==> src/design/tmr_pkg.sv <==
// constants, modes and helper functions for the compare pin timer
// Notes on behaviour
// - after reset timer levels low, pins undriven
// - pwm mode one: io write skips b/d pins
// - pwm mode two: io write skips cycle pin
// - pwm mode two only on channels 0-2
// - phase counting only on channels 1, 2
// - io setting gives initial and match level
// - start bit clear halts, set runs counter
// - output control sets complementary level, cyclic enable
// - output control also serves reset-sync pwm
// - io control can disable waveform section
// - active level low, error level high
package tmr_pkg;
  localparam int TMR_NCH = 5;
  localparam int TMR_NPIN = 20;
  localparam int TMR_CW = 16;
  localparam int TMR_PPC = 4;
  localparam int TMR_MCH = 3;
  localparam int TMR_MBASE = 12;
  localparam int TMR_NMEN = 8;
  localparam logic [7:0] TMR_ADR_START = 8'h00;
  localparam logic [7:0] TMR_ADR_MEN = 8'h04;
  localparam logic [7:0] TMR_ADR_OCTL = 8'h08;
  localparam logic [7:0] TMR_ADR_FSEL = 8'h0c;
  localparam logic [7:0] TMR_ADR_PDAT = 8'h10;
  localparam logic [7:0] TMR_ADR_PDIR = 8'h14;
  localparam logic [7:0] TMR_ADR_LVL = 8'h18;
  localparam logic [7:0] TMR_ADR_MODE0 = 8'h20;
  localparam logic [7:0] TMR_ADR_IO0 = 8'h40;
  localparam logic [7:0] TMR_ADR_CMP0 = 8'h60;
  localparam logic [7:0] TMR_ADR_CNT0 = 8'h80;
  localparam int TMR_IO_EN_BIT = 3;
  localparam int TMR_IO_INIT_BIT = 2;
  localparam int TMR_OCTL_CYC_BIT = 0;
  localparam int TMR_OCTL_ACT_BIT = 1;
  localparam logic [1:0] TMR_ACT_HOLD = 2'h0;
  localparam logic [1:0] TMR_ACT_LOW = 2'h1;
  localparam logic [1:0] TMR_ACT_HIGH = 2'h2;
  localparam logic [1:0] TMR_ACT_TOG = 2'h3;
  localparam logic [15:0] TMR_IO_RST = 16'h0000;
  localparam logic [15:0] TMR_CMP_RST = 16'hffff;
  localparam logic [1:0] TMR_OCTL_RST = 2'h0;

  typedef enum logic [2:0] {
    TMR_NORMAL = 3'h0,
    TMR_PWM_MODE_ONE = 3'h1,
    TMR_PWM_MODE_TWO = 3'h2,
    TMR_PHASE = 3'h3,
    TMR_COMPLEMENTARY_PWM_MODE = 3'h4,
    TMR_RESET_SYNC_PWM_MODE = 3'h5
  } tmr_mode_e;

  // byte lane merge of a write
  function automatic logic [31:0] tmr_merge(input logic [31:0] old_v, input logic [31:0] new_v,
                                            input logic [3:0] sel);
    logic [31:0] r;
    r = old_v;
    for (int b = 0; b < 4; b++) begin
      if (sel[b]) begin
        r[8*b +: 8] = new_v[8*b +: 8];
      end
    end
    return r;
  endfunction

  // which modes a channel may take
  function automatic logic tmr_mode_ok(input int ch, input logic [2:0] m);
    logic r;
    r = 1'b0;
    case (m)
      TMR_NORMAL, TMR_PWM_MODE_ONE: r = 1'b1;
      TMR_PWM_MODE_TWO: r = (ch <= 2);
      TMR_PHASE: r = (ch == 1) || (ch == 2);
      TMR_COMPLEMENTARY_PWM_MODE, TMR_RESET_SYNC_PWM_MODE: r = (ch == TMR_MCH);
      default: r = 1'b0;
    endcase
    return r;
  endfunction

  // pins the waveform section does not own in a mode
  function automatic logic tmr_pin_skip(input logic [2:0] m, input int p);
    logic r;
    r = 1'b0;
    case (m)
      TMR_PWM_MODE_ONE: r = (p == 1) || (p == 3);
      TMR_PWM_MODE_TWO: r = (p == 0);
      default: r = 1'b0;
    endcase
    return r;
  endfunction

  function automatic logic [7:0] tmr_adr(input logic [7:0] base, input int ch);
    return base + 8'(ch * 4);
  endfunction
endpackage

==> src/design/tmr_chan.sv <==
// one channel up-counter with period compare
`timescale 1ns/10ps
module tmr_chan (
  input wire logic clk_i,
  input wire logic rst_i,
  input wire logic run_i,
  input wire logic [15:0] period_i,
  output logic [15:0] count_o,
  output logic match_o
);
  // ----------------------------------------
  // counter
  // ----------------------------------------
  always_ff @(posedge clk_i) begin
    if (rst_i) begin
      count_o <= 16'h0000;
    end else if (run_i) begin
      if (count_o == period_i) begin
        count_o <= 16'h0000;
      end else begin
        count_o <= count_o + 16'h0001;
      end
    end
  end

  always_ff @(posedge clk_i) begin
    if (rst_i) begin
      match_o <= 1'b0;
    end else begin
      match_o <= run_i && (count_o == period_i);
    end
  end
endmodule

==> src/design/tmr_top.sv <==
// compare pin timer with wishbone registers and pin function select
`timescale 1ns/10ps
module tmr_top (
  input wire logic clk_i,
  input wire logic rst_i,
  input wire logic wb_cyc_i,
  input wire logic wb_stb_i,
  input wire logic wb_we_i,
  input wire logic [31:0] wb_adr_i,
  input wire logic [31:0] wb_dat_i,
  input wire logic [3:0] wb_sel_i,
  output logic [31:0] wb_dat_o,
  output logic wb_ack_o,
  output logic [19:0] pin_o,
  output logic [19:0] pin_oe_o
);
  // ----------------------------------------
  // registers and wires
  // ----------------------------------------
  logic [4:0] start_r;
  logic [7:0] men_r;
  logic [1:0] octl_r;
  logic [19:0] fsel_r;
  logic [19:0] pdat_r;
  logic [19:0] pdir_r;
  logic [2:0] mode_r [5];
  logic [15:0] io_r [5];
  logic [15:0] cmp_r [5];
  logic [15:0] cnt [5];
  logic [4:0] match;
  logic [19:0] level_r;
  logic cwave_r;
  logic [19:0] tmr_lvl;
  logic [7:0] adr;
  logic wr_fire;
  logic [31:0] rd_nxt;
  logic [4:0] mode_wr;
  logic [4:0] io_wr;
  logic [2:0] mode_nxt [5];
  logic [15:0] io_nxt [5];
  logic ch3_pwm;

  assign adr = wb_adr_i[7:0];
  assign wr_fire = wb_cyc_i && wb_stb_i && wb_we_i && wb_ack_o && (wb_adr_i[31:8] == 24'h000000);
  assign ch3_pwm = (mode_r[3] == tmr_pkg::TMR_COMPLEMENTARY_PWM_MODE) || (mode_r[3] == tmr_pkg::TMR_RESET_SYNC_PWM_MODE);

  // ----------------------------------------
  // channel counters
  // ----------------------------------------
  for (genvar c = 0; c < tmr_pkg::TMR_NCH; c++) begin : g_ch
    tmr_chan u_chan (
      .clk_i(clk_i),
      .rst_i(rst_i),
      .run_i(start_r[c]),
      .period_i(cmp_r[c]),
      .count_o(cnt[c]),
      .match_o(match[c])
    );
  end

  // ----------------------------------------
  // write decode
  // ----------------------------------------
  always_comb begin
    logic [31:0] m;
    m = 32'h00000000;
    for (int c = 0; c < tmr_pkg::TMR_NCH; c++) begin
      m = tmr_pkg::tmr_merge({29'h0, mode_r[c]}, wb_dat_i, wb_sel_i);
      mode_nxt[c] = m[2:0];
      // mode is taken only while stopped and only if legal here
      mode_wr[c] = wr_fire && (adr == tmr_pkg::tmr_adr(tmr_pkg::TMR_ADR_MODE0, c)) &&
                   !start_r[c] && tmr_pkg::tmr_mode_ok(c, m[2:0]);
      m = tmr_pkg::tmr_merge({16'h0, io_r[c]}, wb_dat_i, wb_sel_i);
      io_nxt[c] = m[15:0];
      io_wr[c] = wr_fire && (adr == tmr_pkg::tmr_adr(tmr_pkg::TMR_ADR_IO0, c));
    end
  end

  // ----------------------------------------
  // wishbone slave
  // ----------------------------------------
  always_ff @(posedge clk_i) begin
    if (rst_i) begin
      wb_ack_o <= 1'b0;
    end else begin
      wb_ack_o <= wb_cyc_i && wb_stb_i && !wb_ack_o;
    end
  end

  always_comb begin
    rd_nxt = 32'h00000000;
    case (adr)
      tmr_pkg::TMR_ADR_START: rd_nxt = {27'h0, start_r};
      tmr_pkg::TMR_ADR_MEN: rd_nxt = {24'h0, men_r};
      tmr_pkg::TMR_ADR_OCTL: rd_nxt = {30'h0, octl_r};
      tmr_pkg::TMR_ADR_FSEL: rd_nxt = {12'h0, fsel_r};
      tmr_pkg::TMR_ADR_PDAT: rd_nxt = {12'h0, pdat_r};
      tmr_pkg::TMR_ADR_PDIR: rd_nxt = {12'h0, pdir_r};
      tmr_pkg::TMR_ADR_LVL: rd_nxt = {12'h0, tmr_lvl};
      default: rd_nxt = 32'h00000000;
    endcase
    for (int c = 0; c < tmr_pkg::TMR_NCH; c++) begin
      if (adr == tmr_pkg::tmr_adr(tmr_pkg::TMR_ADR_MODE0, c)) begin
        rd_nxt = {29'h0, mode_r[c]};
      end
      if (adr == tmr_pkg::tmr_adr(tmr_pkg::TMR_ADR_IO0, c)) begin
        rd_nxt = {16'h0, io_r[c]};
      end
      if (adr == tmr_pkg::tmr_adr(tmr_pkg::TMR_ADR_CMP0, c)) begin
        rd_nxt = {16'h0, cmp_r[c]};
      end
      if (adr == tmr_pkg::tmr_adr(tmr_pkg::TMR_ADR_CNT0, c)) begin
        rd_nxt = {16'h0, cnt[c]};
      end
    end
    if (wb_adr_i[31:8] != 24'h000000) begin
      rd_nxt = 32'h00000000;
    end
  end

  always_ff @(posedge clk_i) begin
    if (rst_i) begin
      wb_dat_o <= 32'h00000000;
    end else if (wb_cyc_i && wb_stb_i && !wb_ack_o) begin
      wb_dat_o <= rd_nxt;
    end
  end

  // ----------------------------------------
  // global registers
  // ----------------------------------------
  always_ff @(posedge clk_i) begin
    logic [31:0] m;
    m = tmr_pkg::tmr_merge({27'h0, start_r}, wb_dat_i, wb_sel_i);
    if (rst_i) begin
      start_r <= 5'h00;
    end else if (wr_fire && adr == tmr_pkg::TMR_ADR_START) begin
      start_r <= m[4:0];
    end
  end

  always_ff @(posedge clk_i) begin
    logic [31:0] m;
    m = tmr_pkg::tmr_merge({24'h0, men_r}, wb_dat_i, wb_sel_i);
    if (rst_i) begin
      men_r <= 8'h00;
    end else if (wr_fire && adr == tmr_pkg::TMR_ADR_MEN) begin
      men_r <= m[7:0];
    end
  end

  always_ff @(posedge clk_i) begin
    logic [31:0] m;
    m = tmr_pkg::tmr_merge({30'h0, octl_r}, wb_dat_i, wb_sel_i);
    if (rst_i) begin
      octl_r <= tmr_pkg::TMR_OCTL_RST;
    end else if (wr_fire && adr == tmr_pkg::TMR_ADR_OCTL) begin
      octl_r <= m[1:0];
    end
  end

  always_ff @(posedge clk_i) begin
    logic [31:0] m0;
    logic [31:0] m1;
    logic [31:0] m2;
    m0 = tmr_pkg::tmr_merge({12'h0, fsel_r}, wb_dat_i, wb_sel_i);
    m1 = tmr_pkg::tmr_merge({12'h0, pdat_r}, wb_dat_i, wb_sel_i);
    m2 = tmr_pkg::tmr_merge({12'h0, pdir_r}, wb_dat_i, wb_sel_i);
    if (rst_i) begin
      fsel_r <= 20'h00000;
      pdat_r <= 20'h00000;
      pdir_r <= 20'h00000;
    end else if (wr_fire) begin
      if (adr == tmr_pkg::TMR_ADR_FSEL) begin
        fsel_r <= m0[19:0];
      end
      if (adr == tmr_pkg::TMR_ADR_PDAT) begin
        pdat_r <= m1[19:0];
      end
      if (adr == tmr_pkg::TMR_ADR_PDIR) begin
        pdir_r <= m2[19:0];
      end
    end
  end

  // ----------------------------------------
  // channel registers
  // ----------------------------------------
  always_ff @(posedge clk_i) begin
    logic [31:0] m;
    m = 32'h00000000;
    for (int c = 0; c < tmr_pkg::TMR_NCH; c++) begin
      m = tmr_pkg::tmr_merge({16'h0, cmp_r[c]}, wb_dat_i, wb_sel_i);
      if (rst_i) begin
        mode_r[c] <= tmr_pkg::TMR_NORMAL;
        io_r[c] <= tmr_pkg::TMR_IO_RST;
        cmp_r[c] <= tmr_pkg::TMR_CMP_RST;
      end else begin
        if (mode_wr[c]) begin
          mode_r[c] <= mode_nxt[c];
        end
        if (io_wr[c]) begin
          io_r[c] <= io_nxt[c];
        end
        if (wr_fire && adr == tmr_pkg::tmr_adr(tmr_pkg::TMR_ADR_CMP0, c)) begin
          cmp_r[c] <= m[15:0];
        end
      end
    end
  end

  // ----------------------------------------
  // waveform section levels
  // ----------------------------------------
  always_ff @(posedge clk_i) begin
    int i;
    logic [3:0] nb;
    i = 0;
    nb = 4'h0;
    for (int c = 0; c < tmr_pkg::TMR_NCH; c++) begin
      for (int p = 0; p < tmr_pkg::TMR_PPC; p++) begin
        i = c * tmr_pkg::TMR_PPC + p;
        nb = io_nxt[c][4*p +: 4];
        if (rst_i) begin
          level_r[i] <= 1'b0;
        end else if (mode_wr[c]) begin
          level_r[i] <= 1'b0;
        end else if (io_wr[c]) begin
          // rewrite re-initialises without a mode write
          if (nb[tmr_pkg::TMR_IO_EN_BIT] && !tmr_pkg::tmr_pin_skip(mode_r[c], p) &&
              (c < tmr_pkg::TMR_MCH || men_r[i - tmr_pkg::TMR_MBASE])) begin
            level_r[i] <= nb[tmr_pkg::TMR_IO_INIT_BIT];
          end
        end else if (match[c] && start_r[c] && io_r[c][4*p + tmr_pkg::TMR_IO_EN_BIT] &&
                     mode_r[c] != tmr_pkg::TMR_COMPLEMENTARY_PWM_MODE && mode_r[c] != tmr_pkg::TMR_RESET_SYNC_PWM_MODE &&
                     !tmr_pkg::tmr_pin_skip(mode_r[c], p)) begin
          case (io_r[c][4*p +: 2])
            tmr_pkg::TMR_ACT_LOW: level_r[i] <= 1'b0;
            tmr_pkg::TMR_ACT_HIGH: level_r[i] <= 1'b1;
            tmr_pkg::TMR_ACT_TOG: level_r[i] <= !level_r[i];
            default: level_r[i] <= level_r[i];
          endcase
        end
      end
    end
  end

  // complementary / reset-sync wave, back to initial value when stopped
  always_ff @(posedge clk_i) begin
    if (rst_i || !start_r[tmr_pkg::TMR_MCH]) begin
      cwave_r <= 1'b0;
    end else if (match[tmr_pkg::TMR_MCH] && ch3_pwm) begin
      cwave_r <= !cwave_r;
    end
  end

  always_comb begin
    logic act;
    logic pos;
    act = octl_r[tmr_pkg::TMR_OCTL_ACT_BIT];
    pos = cwave_r ? act : !act;
    for (int i = 0; i < tmr_pkg::TMR_NPIN; i++) begin
      // a disabled section holds its pin level low, unless channel 3 pwm owns pins 12-19
      tmr_lvl[i] = io_r[i / 4][4*(i % 4) + tmr_pkg::TMR_IO_EN_BIT] && level_r[i];
    end
    if (ch3_pwm) begin
      tmr_lvl[12] = octl_r[tmr_pkg::TMR_OCTL_CYC_BIT] && cwave_r;
      tmr_lvl[13] = pos;
      tmr_lvl[14] = 1'b0;
      tmr_lvl[15] = !pos;
      tmr_lvl[16] = pos;
      tmr_lvl[17] = pos;
      tmr_lvl[18] = !pos;
      tmr_lvl[19] = !pos;
    end
    for (int k = 0; k < tmr_pkg::TMR_NMEN; k++) begin
      tmr_lvl[tmr_pkg::TMR_MBASE + k] = tmr_lvl[tmr_pkg::TMR_MBASE + k] && men_r[k];
    end
  end

  // ----------------------------------------
  // pin function select
  // ----------------------------------------
  always_ff @(posedge clk_i) begin
    if (rst_i) begin
      pin_o <= 20'h00000;
      pin_oe_o <= 20'h00000;
    end else begin
      // port mode drives software level from pdat_r, timer mode drives the timer level
      pin_o <= (fsel_r & tmr_lvl) | (~fsel_r & pdat_r);
      pin_oe_o <= fsel_r | pdir_r;
    end
  end

  // ----------------------------------------
  // checks
  // ----------------------------------------
  reset_pins_off_a: assert property (@(posedge clk_i)
    $past(rst_i) |-> (pin_oe_o == 20'h00000) && (pin_o == 20'h00000))
    else $error("pins driven after reset");

  pwm_mode_one_keep_b_a: assert property (@(posedge clk_i) disable iff (rst_i)
    io_wr[1] && mode_r[1] == tmr_pkg::TMR_PWM_MODE_ONE |=> $stable(level_r[5]) && $stable(level_r[7]))
    else $error("pwm_mode_one b pin initialised");

  pwm_mode_two_keep_a_a: assert property (@(posedge clk_i) disable iff (rst_i)
    io_wr[2] && mode_r[2] == tmr_pkg::TMR_PWM_MODE_TWO |=> $stable(level_r[8]))
    else $error("pwm_mode_two cycle pin initialised");

  pwm_mode_two_ch3_refused_a: assert property (@(posedge clk_i) disable iff (rst_i)
    ##1 mode_r[3] != tmr_pkg::TMR_PWM_MODE_TWO)
    else $error("pwm_mode_two on channel 3");

  phase_ch0_refused_a: assert property (@(posedge clk_i) disable iff (rst_i)
    mode_r[0] != tmr_pkg::TMR_PHASE && mode_r[4] != tmr_pkg::TMR_PHASE)
    else $error("phase mode on bad channel");

  ch3_master_off_a: assert property (@(posedge clk_i) disable iff (rst_i)
    !men_r[0] |-> (!tmr_lvl[12] and (fsel_r[12] |=> !pin_o[12])))
    else $error("channel 3 pin without master enable");

  io_init_level_a: assert property (@(posedge clk_i) disable iff (rst_i)
    io_wr[0] && io_nxt[0][3] && mode_r[0] == tmr_pkg::TMR_NORMAL
    |=> level_r[0] == $past(io_nxt[0][2]))
    else $error("initial level not taken");

  match_low_a: assert property (@(posedge clk_i) disable iff (rst_i)
    match[0] && start_r[0] && !io_wr[0] && !mode_wr[0] && mode_r[0] == tmr_pkg::TMR_NORMAL &&
    io_r[0][3] && io_r[0][1:0] == tmr_pkg::TMR_ACT_LOW |=> !level_r[0])
    else $error("match did not drive low");

  stop_holds_a: assert property (@(posedge clk_i) disable iff (rst_i)
    !rst_i && !start_r[0] |=> $stable(cnt[0]))
    else $error("counter moved while stopped");

  run_moves_a: assert property (@(posedge clk_i) disable iff (rst_i)
    start_r[0] && cnt[0] != cmp_r[0] |=> cnt[0] == $past(cnt[0]) + 16'h0001)
    else $error("counter stuck while running");

  complementary_pwm_mode_level_a: assert property (@(posedge clk_i) disable iff (rst_i)
    ch3_pwm && men_r[1] && men_r[3]
    |-> tmr_lvl[13] == (cwave_r ~^ octl_r[1]) && tmr_lvl[15] != tmr_lvl[13])
    else $error("complementary level wrong");

  wave_disable_a: assert property (@(posedge clk_i) disable iff (rst_i)
    mode_r[0] == tmr_pkg::TMR_NORMAL && !io_r[0][3] |-> !tmr_lvl[0])
    else $error("disabled section drives pin");

  mode_locked_a: assert property (@(posedge clk_i) disable iff (rst_i)
    start_r[0] && $past(start_r[0]) |-> $stable(mode_r[0]))
    else $error("mode changed while counting");
endmodule

==> config.mk <==
export PLATFORM = sky130hd
export DESIGN_NAME = tmr_top
export DESIGN_NICKNAME = d
export VERILOG_FILES = /design/src/design/tmr_pkg.sv /design/src/design/tmr_chan.sv /design/src/design/tmr_top.sv
export SDC_FILE = /design/constraint.sdc
export NUM_CORES = 1
export LEC_CHECK = 0
export BUFFER_PORTS_ARGS = -buffer_cell sky130_fd_sc_hd__buf_4
export CELL_PAD_IN_SITES_DETAIL_PLACEMENT = 1
export CELL_PAD_IN_SITES_GLOBAL_PLACEMENT = 2
export CORE_MARGIN = 4
export CORE_UTILIZATION = 32
export CTS_CLUSTER_DIAMETER = 40
export DETAILED_ROUTE_END_ITERATION = 8
export PLACE_DENSITY = 0.74
export SYNTH_ARGS = -nofsm -noshare
export SYNTH_HDL_FRONTEND = slang
export SYNTH_SLANG_ARGS = --single-unit
==> constraint.sdc <==
create_clock -name clk_i -period 3.18 [get_ports clk_i]
set_input_delay 0.636 -clock clk_i [delete_from_list [all_inputs] [get_ports clk_i]]
set_output_delay 0.636 -clock clk_i [all_outputs]
set_load 0.02 [all_outputs]
* Word level (Yosys, flattened, before mapping)
Memory sizes are Yosys's and may differ from the RTL's. Cells that the tools add are included.
Cells by class: multiplexer cells 301, multipliers 0, order comparisons 0, equal/unequal tests 145, reduce and logical (&&, ||, !) cells 332, add/subtract/negate cells 5, shift operators 0, bitwise logic cells 20, div/mod/pow operators 0
Operators with widths (number):
- 32-bit two-way mux | 21
- 16-bit two-way mux | 15
- 1-bit two-way mux | 213
- 1-bit logical AND | 181
- 8-bit two-way mux | 21
- 20-bit one-hot mux with 7 select lines | 1
- 3-bit AND reduction | 29
- 16-bit by 1-bit adder with 16-bit output, second input constant | 5
- 16-bit equality test | 5
- 2-bit equality test, second input constant | 40
- 8-bit by 7-bit equality test with 1-bit output, second input constant | 10
- 4-bit nonzero test | 20
- 1-bit one-hot mux with 3 select lines | 20
- 1-bit logical NOT | 59
- 20-bit AND | 2
- 2-bit by 1-bit equality test with 1-bit output, second input constant | 20
- 8-bit by 6-bit equality test with 1-bit output, second input constant | 5
- 8-bit equality test, second input constant | 5
- 2-bit by 1-bit != test with 1-bit output, second input constant | 20
- 20-bit bitwise OR | 2
- 2-bit nonzero test | 20
- 3-bit by 1-bit equality test with 1-bit output, second input constant | 10
- 3-bit by 2-bit equality test with 1-bit output, second input constant | 10
- 3-bit two-way mux | 10
- 16 further kinds | 59
Storage, ports and cells: output and inout bits 73, register bits 254, word-level logic and storage cells 853, memories kept 3, bits in read-only memories 0, bits in writable memories 175, bits in latches 0, bits of input ports 73
Memory list:
- cmp_r | words 5, bits a word 16, rd ports 5, clocked after Yosys merged registers in 0, write ports 5, RTL line tmr_top.sv:28 | logic [15:0] cmp_r [5];
- io_r | words 5, bits a word 16, rd ports 5, clocked after Yosys merged registers in 0, write ports 5, RTL line tmr_top.sv:27 | logic [15:0] io_r [5];
- mode_r | words 5, bits a word 3, rd ports 5, clocked after Yosys merged registers in 0, write ports 5, RTL line tmr_top.sv:26 | logic [2:0] mode_r [5];

* Longest topological paths before layout
word-level depth 27, gate-level depth with buffers 11, gate-level depth less buffers 8

* Cells and area by module
A second synthesis with hierarchy kept.
Second synthesis, totals: cells, all modules 2465, area, all modules 23445.0 µm²
By module, submodules not included:
- tmr_top | sequential area each 8398.1 µm², area an instance 17626.9 µm², instances 1, cells an instance 1920
- tmr_chan | sequential area each 340.3 µm², area an instance 1163.6 µm², instances 5, cells an instance 109

* Worst setup path after synthesis
Ideal clock, no wire load.
path type input to register, start input port wb_adr_i[6], end memory cmp_r[0][10] (enable), data required time 2.805 ns, arrival time 2.335 ns, stages 7, setup time 0.375 ns, buffers on the path 4, path slack 0.470 ns, cell sequence buf_2 -> nor4bb_2 -> buf_4 -> nand2_1 -> clkbuf_1 -> clkbuf_1 -> o21bai_1
RTL lines:
- from (decl) | RTL line tmr_top.sv:9 | input wire logic [31:0] wb_adr_i,
- to (decl) | RTL line tmr_top.sv:28

* Worst setup path after layout
start input port wb_adr_i[4], end register wb_dat_o[12]
Between the ends: word-level cells in the longest chain between the ends 23, elaborated cells on any way between the ends 49, classes of those cells 26 x eq/ne; 22 x mux; 1 x reduce/logical
Ends and longest elaborated chain:
- 8-bit by 5-bit equality test with 1-bit output, or another cell as far along | RTL line tmr_top.sv:92 | case (adr)
- 20-bit one-hot mux with 7 select lines | RTL line tmr_top.sv:92
- 32-bit two-way mux | RTL line tmr_top.sv:103 | if (adr == tmr_pkg::tmr_adr(tmr_pkg::TMR_ADR_MODE0, c)) begin
- 32-bit two-way mux | RTL line tmr_top.sv:106 | if (adr == tmr_pkg::tmr_adr(tmr_pkg::TMR_ADR_IO0, c)) begin
- 32-bit two-way mux | RTL line tmr_top.sv:109 | if (adr == tmr_pkg::tmr_adr(tmr_pkg::TMR_ADR_CMP0, c)) begin
- 32-bit two-way mux | RTL line tmr_top.sv:112 | if (adr == tmr_pkg::tmr_adr(tmr_pkg::TMR_ADR_CNT0, c)) begin
- 32-bit two-way mux | RTL line tmr_top.sv:103
- 32-bit two-way mux | RTL line tmr_top.sv:106
- (+7 left out)
- 32-bit two-way mux | RTL line tmr_top.sv:106
- 32-bit two-way mux | RTL line tmr_top.sv:109
- 32-bit two-way mux | RTL line tmr_top.sv:112
- 32-bit two-way mux | RTL line tmr_top.sv:103
- 32-bit two-way mux | RTL line tmr_top.sv:106
- 32-bit two-way mux | RTL line tmr_top.sv:109
- 32-bit two-way mux (*) | RTL line tmr_top.sv:112
- 32-bit two-way mux (*) | RTL line tmr_top.sv:116 | if (wb_adr_i[31:8] != 24'h000000) begin
- to (signal assigned) | RTL line tmr_top.sv:125 | wb_dat_o <= rd_nxt;
- to (decl) | RTL line tmr_top.sv:12 | output logic [31:0] wb_dat_o,
Mark *: on every way between the ends. The rest lies on a longest branch, timed or not. A chain may end at the register's enable or synchronous reset.

==> run metrics <==
fin crit period 2841 ps; die area 73,010 um^2; Initial Util 32.53%; synthesis-to-finish area growth 26.27%; WL/cell 29.00 um; synthesized area 22,000 um^2; outcome completed; most used flip-flop cell after synthesis dfxtp_1; final instance area 27,780 um^2; peak supply drop 0.0003676 V; max-slew violations 0; CTS Buf Count 85; Pwr Density 553.7 nW/um^2; Post-synth EDFFs 175; Post-CTS Hold Fix Bufs 0; Setup CP Type in2reg; nets 2,781; Worst Hold Class in2reg; period utilisation layout 89.34%; register area share after synthesis 45.91%; Post-CTS Setup Inserts 0; Max-Cap Viols 0; Core ar. 67,630 um^2; CTS clock-pin slew for the worst setup and hold paths 50 ps; Crit. End Element flop; max incr delay on CP 420 ps; highest-delay cell along the critical path o2111ai_1; first-pass GRT wire length 150.1 mm; Synth cell types 86; Relative slew margins 50.25%; Fin Clk Skew 24.45 ps; Rows 95; # resized after CTS 0; CP cell instances buf_4 -> buf_4 -> nor4b_4 -> buf_4 -> a22o_1 -> a222oi_1 -> a21boi_0 -> o2111ai_1 -> buf_4 -> a31oi_1 -> a211oi_1; Hold Worst Slack 277.5 ps; H-tree Lvls 3; DR DRC count 0; root buffer cell clkbuf_16; vias per cell 5.808; vias in the first global route 21,500; Required @ worst endpoint 3650 ps; asr flop ratio synth 0%; Multi-input gate area 10,930 um^2; gr ovfl total 0; Die Span Y 270.2 um; Synth Instances 2,424; Slew @ Worst Pin 738.5 ps; Leak Pwr 10.12 nW; TritonCTS Sinks 417; Fmax achieved 352.0 MHz; setup TNS 0 ps; final setup fails 0; RSZ-0062 raised after global routing no; Final Core Density 41.07%; CTS tree yes; Longest Clk Path Bufs 3; Post-DP Area 24,920 um^2; Worst Setup Start Kind input port; Syn Area/Cell 9.076 um^2; gr usage total 27.81%; CP arrival 3320 ps; largest net degree at the start of global routing 57; antenna viol nets, final 0; worst skew pair latency 630 ps; synth warn 0; Fin. Hold Viols 0; Layout fillers 7,619; die width 270.2 um; Detailed Routing Iterations Pass 1 8; Placed Cells 3,459; DRT Wirelength 104.9 mm; HPWL Detailed 79.44 mm; register area 10,100 um^2; Seq cells post-synth 417; initial DRC count 2,141; Vias 21,010; antenna violations before repair 7; final cell count without fillers 3,617; GPL Wtd Cong 0.9435; num ports 146; worst-path fanout max 18; port bufs 120; most used cell along the critical path buf_4; layout cells sized above 1 19.50%
[Yosys cell counts (all sizes together) (16+ instances only)]
cell	number	area [um^2]
nor2	300	1194
nand2	285	1072
dfxtp	242	4845
a21oi	180	900.9
edfxtp	175	5255
xnor2	102	893.4
clkbuf	100	375.4
nand3	86	430.4
o21ai	84	420.4
buf	76	466.7
inv	62	232.7
xor2	56	490.5
mux2i	54	540.5
or3	47	294.0
nand2b	46	287.8
a221oi	40	362.9
nand4	40	256.5
and3	37	231.5
a22oi	35	262.8
ha	35	437.9
nor3	29	193.9
or2	27	168.9
o211ai	23	172.7
a31oi	18	112.6
nor4	18	143.9
a21o	16	120.1
[through the flow]
stage          power, mW  setup WS, ps
6_report           15.38         338.9
5_1_grt            15.81         322.9
4_1_cts            15.49         452.3
3_5_place_dp       6.562        -176.8
3_3_place_gp       6.551        -129.8
2_1_floorplan      6.128         470.3
[per-layer routing]
layer  global-route usage, %  up-vias  wire [um]
met5                       0        -          0
met4                   13.29        0       5438
met3                   4.415      225       8046
met2                   43.44      925      46670
met1                   37.72    10620      44750
li1                        -     9235          -
[registers in the layout, summed over array words and instances, names as in the netlist]
signal	cells
pin_o	20
octl_r	2
men_r	8
cwave_r	1
pdir_r	20
mode_r	15
wb_ack_o	1
fsel_r	20
wb_dat_o	20
pdat_r	20
io_r	80
start_r	5
pin_oe_o	20
g_ch.u_chan.count_o	80
cmp_r	80
level_r	20
g_ch.u_chan.match_o	5
[worst max-delay path: cells and delay by family]
| family | cells | cell delay [ps] |
|---|---|---|
| AND/OR/NAND/NOR | 1 | 50 |
| AO/OA/AOI/OAI | 6 | 1660 |
| buffers and inverters | 4 | 940 |
[path summary, 6_finish.rpt]
check               startpoint            to  slack [ps]  cells after the start
setup / recovery   wb_adr_i[4]  wb_dat_o[12]         340                     11
hold reg to reg      pdat_r[6]     pdat_r[6]         480                      2
setup reg to reg  mode_r[3][1]  wb_dat_o[12]         370                      8
hold / removal    wb_dat_i[19]    pdat_r[19]         280                      3
[power breakdown]
group | switching, mW | internal (mW)
clock | 3.17 | 5.73
combinational | 0.540 | 0.222
sequential | 0.0938 | 5.63
[cells in the final DEF (no fill, tap or decap), types with 38 or more instances in the layout]
cell         n
a21oi_1    180
a221oi_1    38
buf_4      308
clkbuf_16   92
dfxtp_1    242
edfxtp_1   175
inv_1       62
mux2i_1     54
nand2_1    284
nand2b_1    46
nand3_1     86
nand4_1     39
nor2_1     289
o21ai_0     78
or3_1       47
xnor2_1    102
xor2_1      56
[area by class of cell]
type | instances | share of cell area (%)
antenna | 1 | 0.009008
clock buffer | 107 | 8.526
clock inverter | 50 | 1.743
inverter | 63 | 0.8513
multi-input combinational | 1785 | 39.35
sequential | 417 | 36.36
tap | 873 | 3.932
timing repair buffer | 321 | 9.229
[logic make-up (layout without fill, tap and decap cells)]
group | after synthesis | after routing | share of synthesized area, %
simple gates | 973 | 973 | 21.81
compound gates | 541 | 541 | 16.32
flops | 417 | 417 | 45.91
buf+inv | 239 | 541 | 4.902
xor+xnor | 158 | 158 | 6.290
mux | 60 | 60 | 2.764
fa+ha+maj | 35 | 35 | 1.991
other cells | 1 | 19 | 0.01705
(Power assumes the default switching activity.)
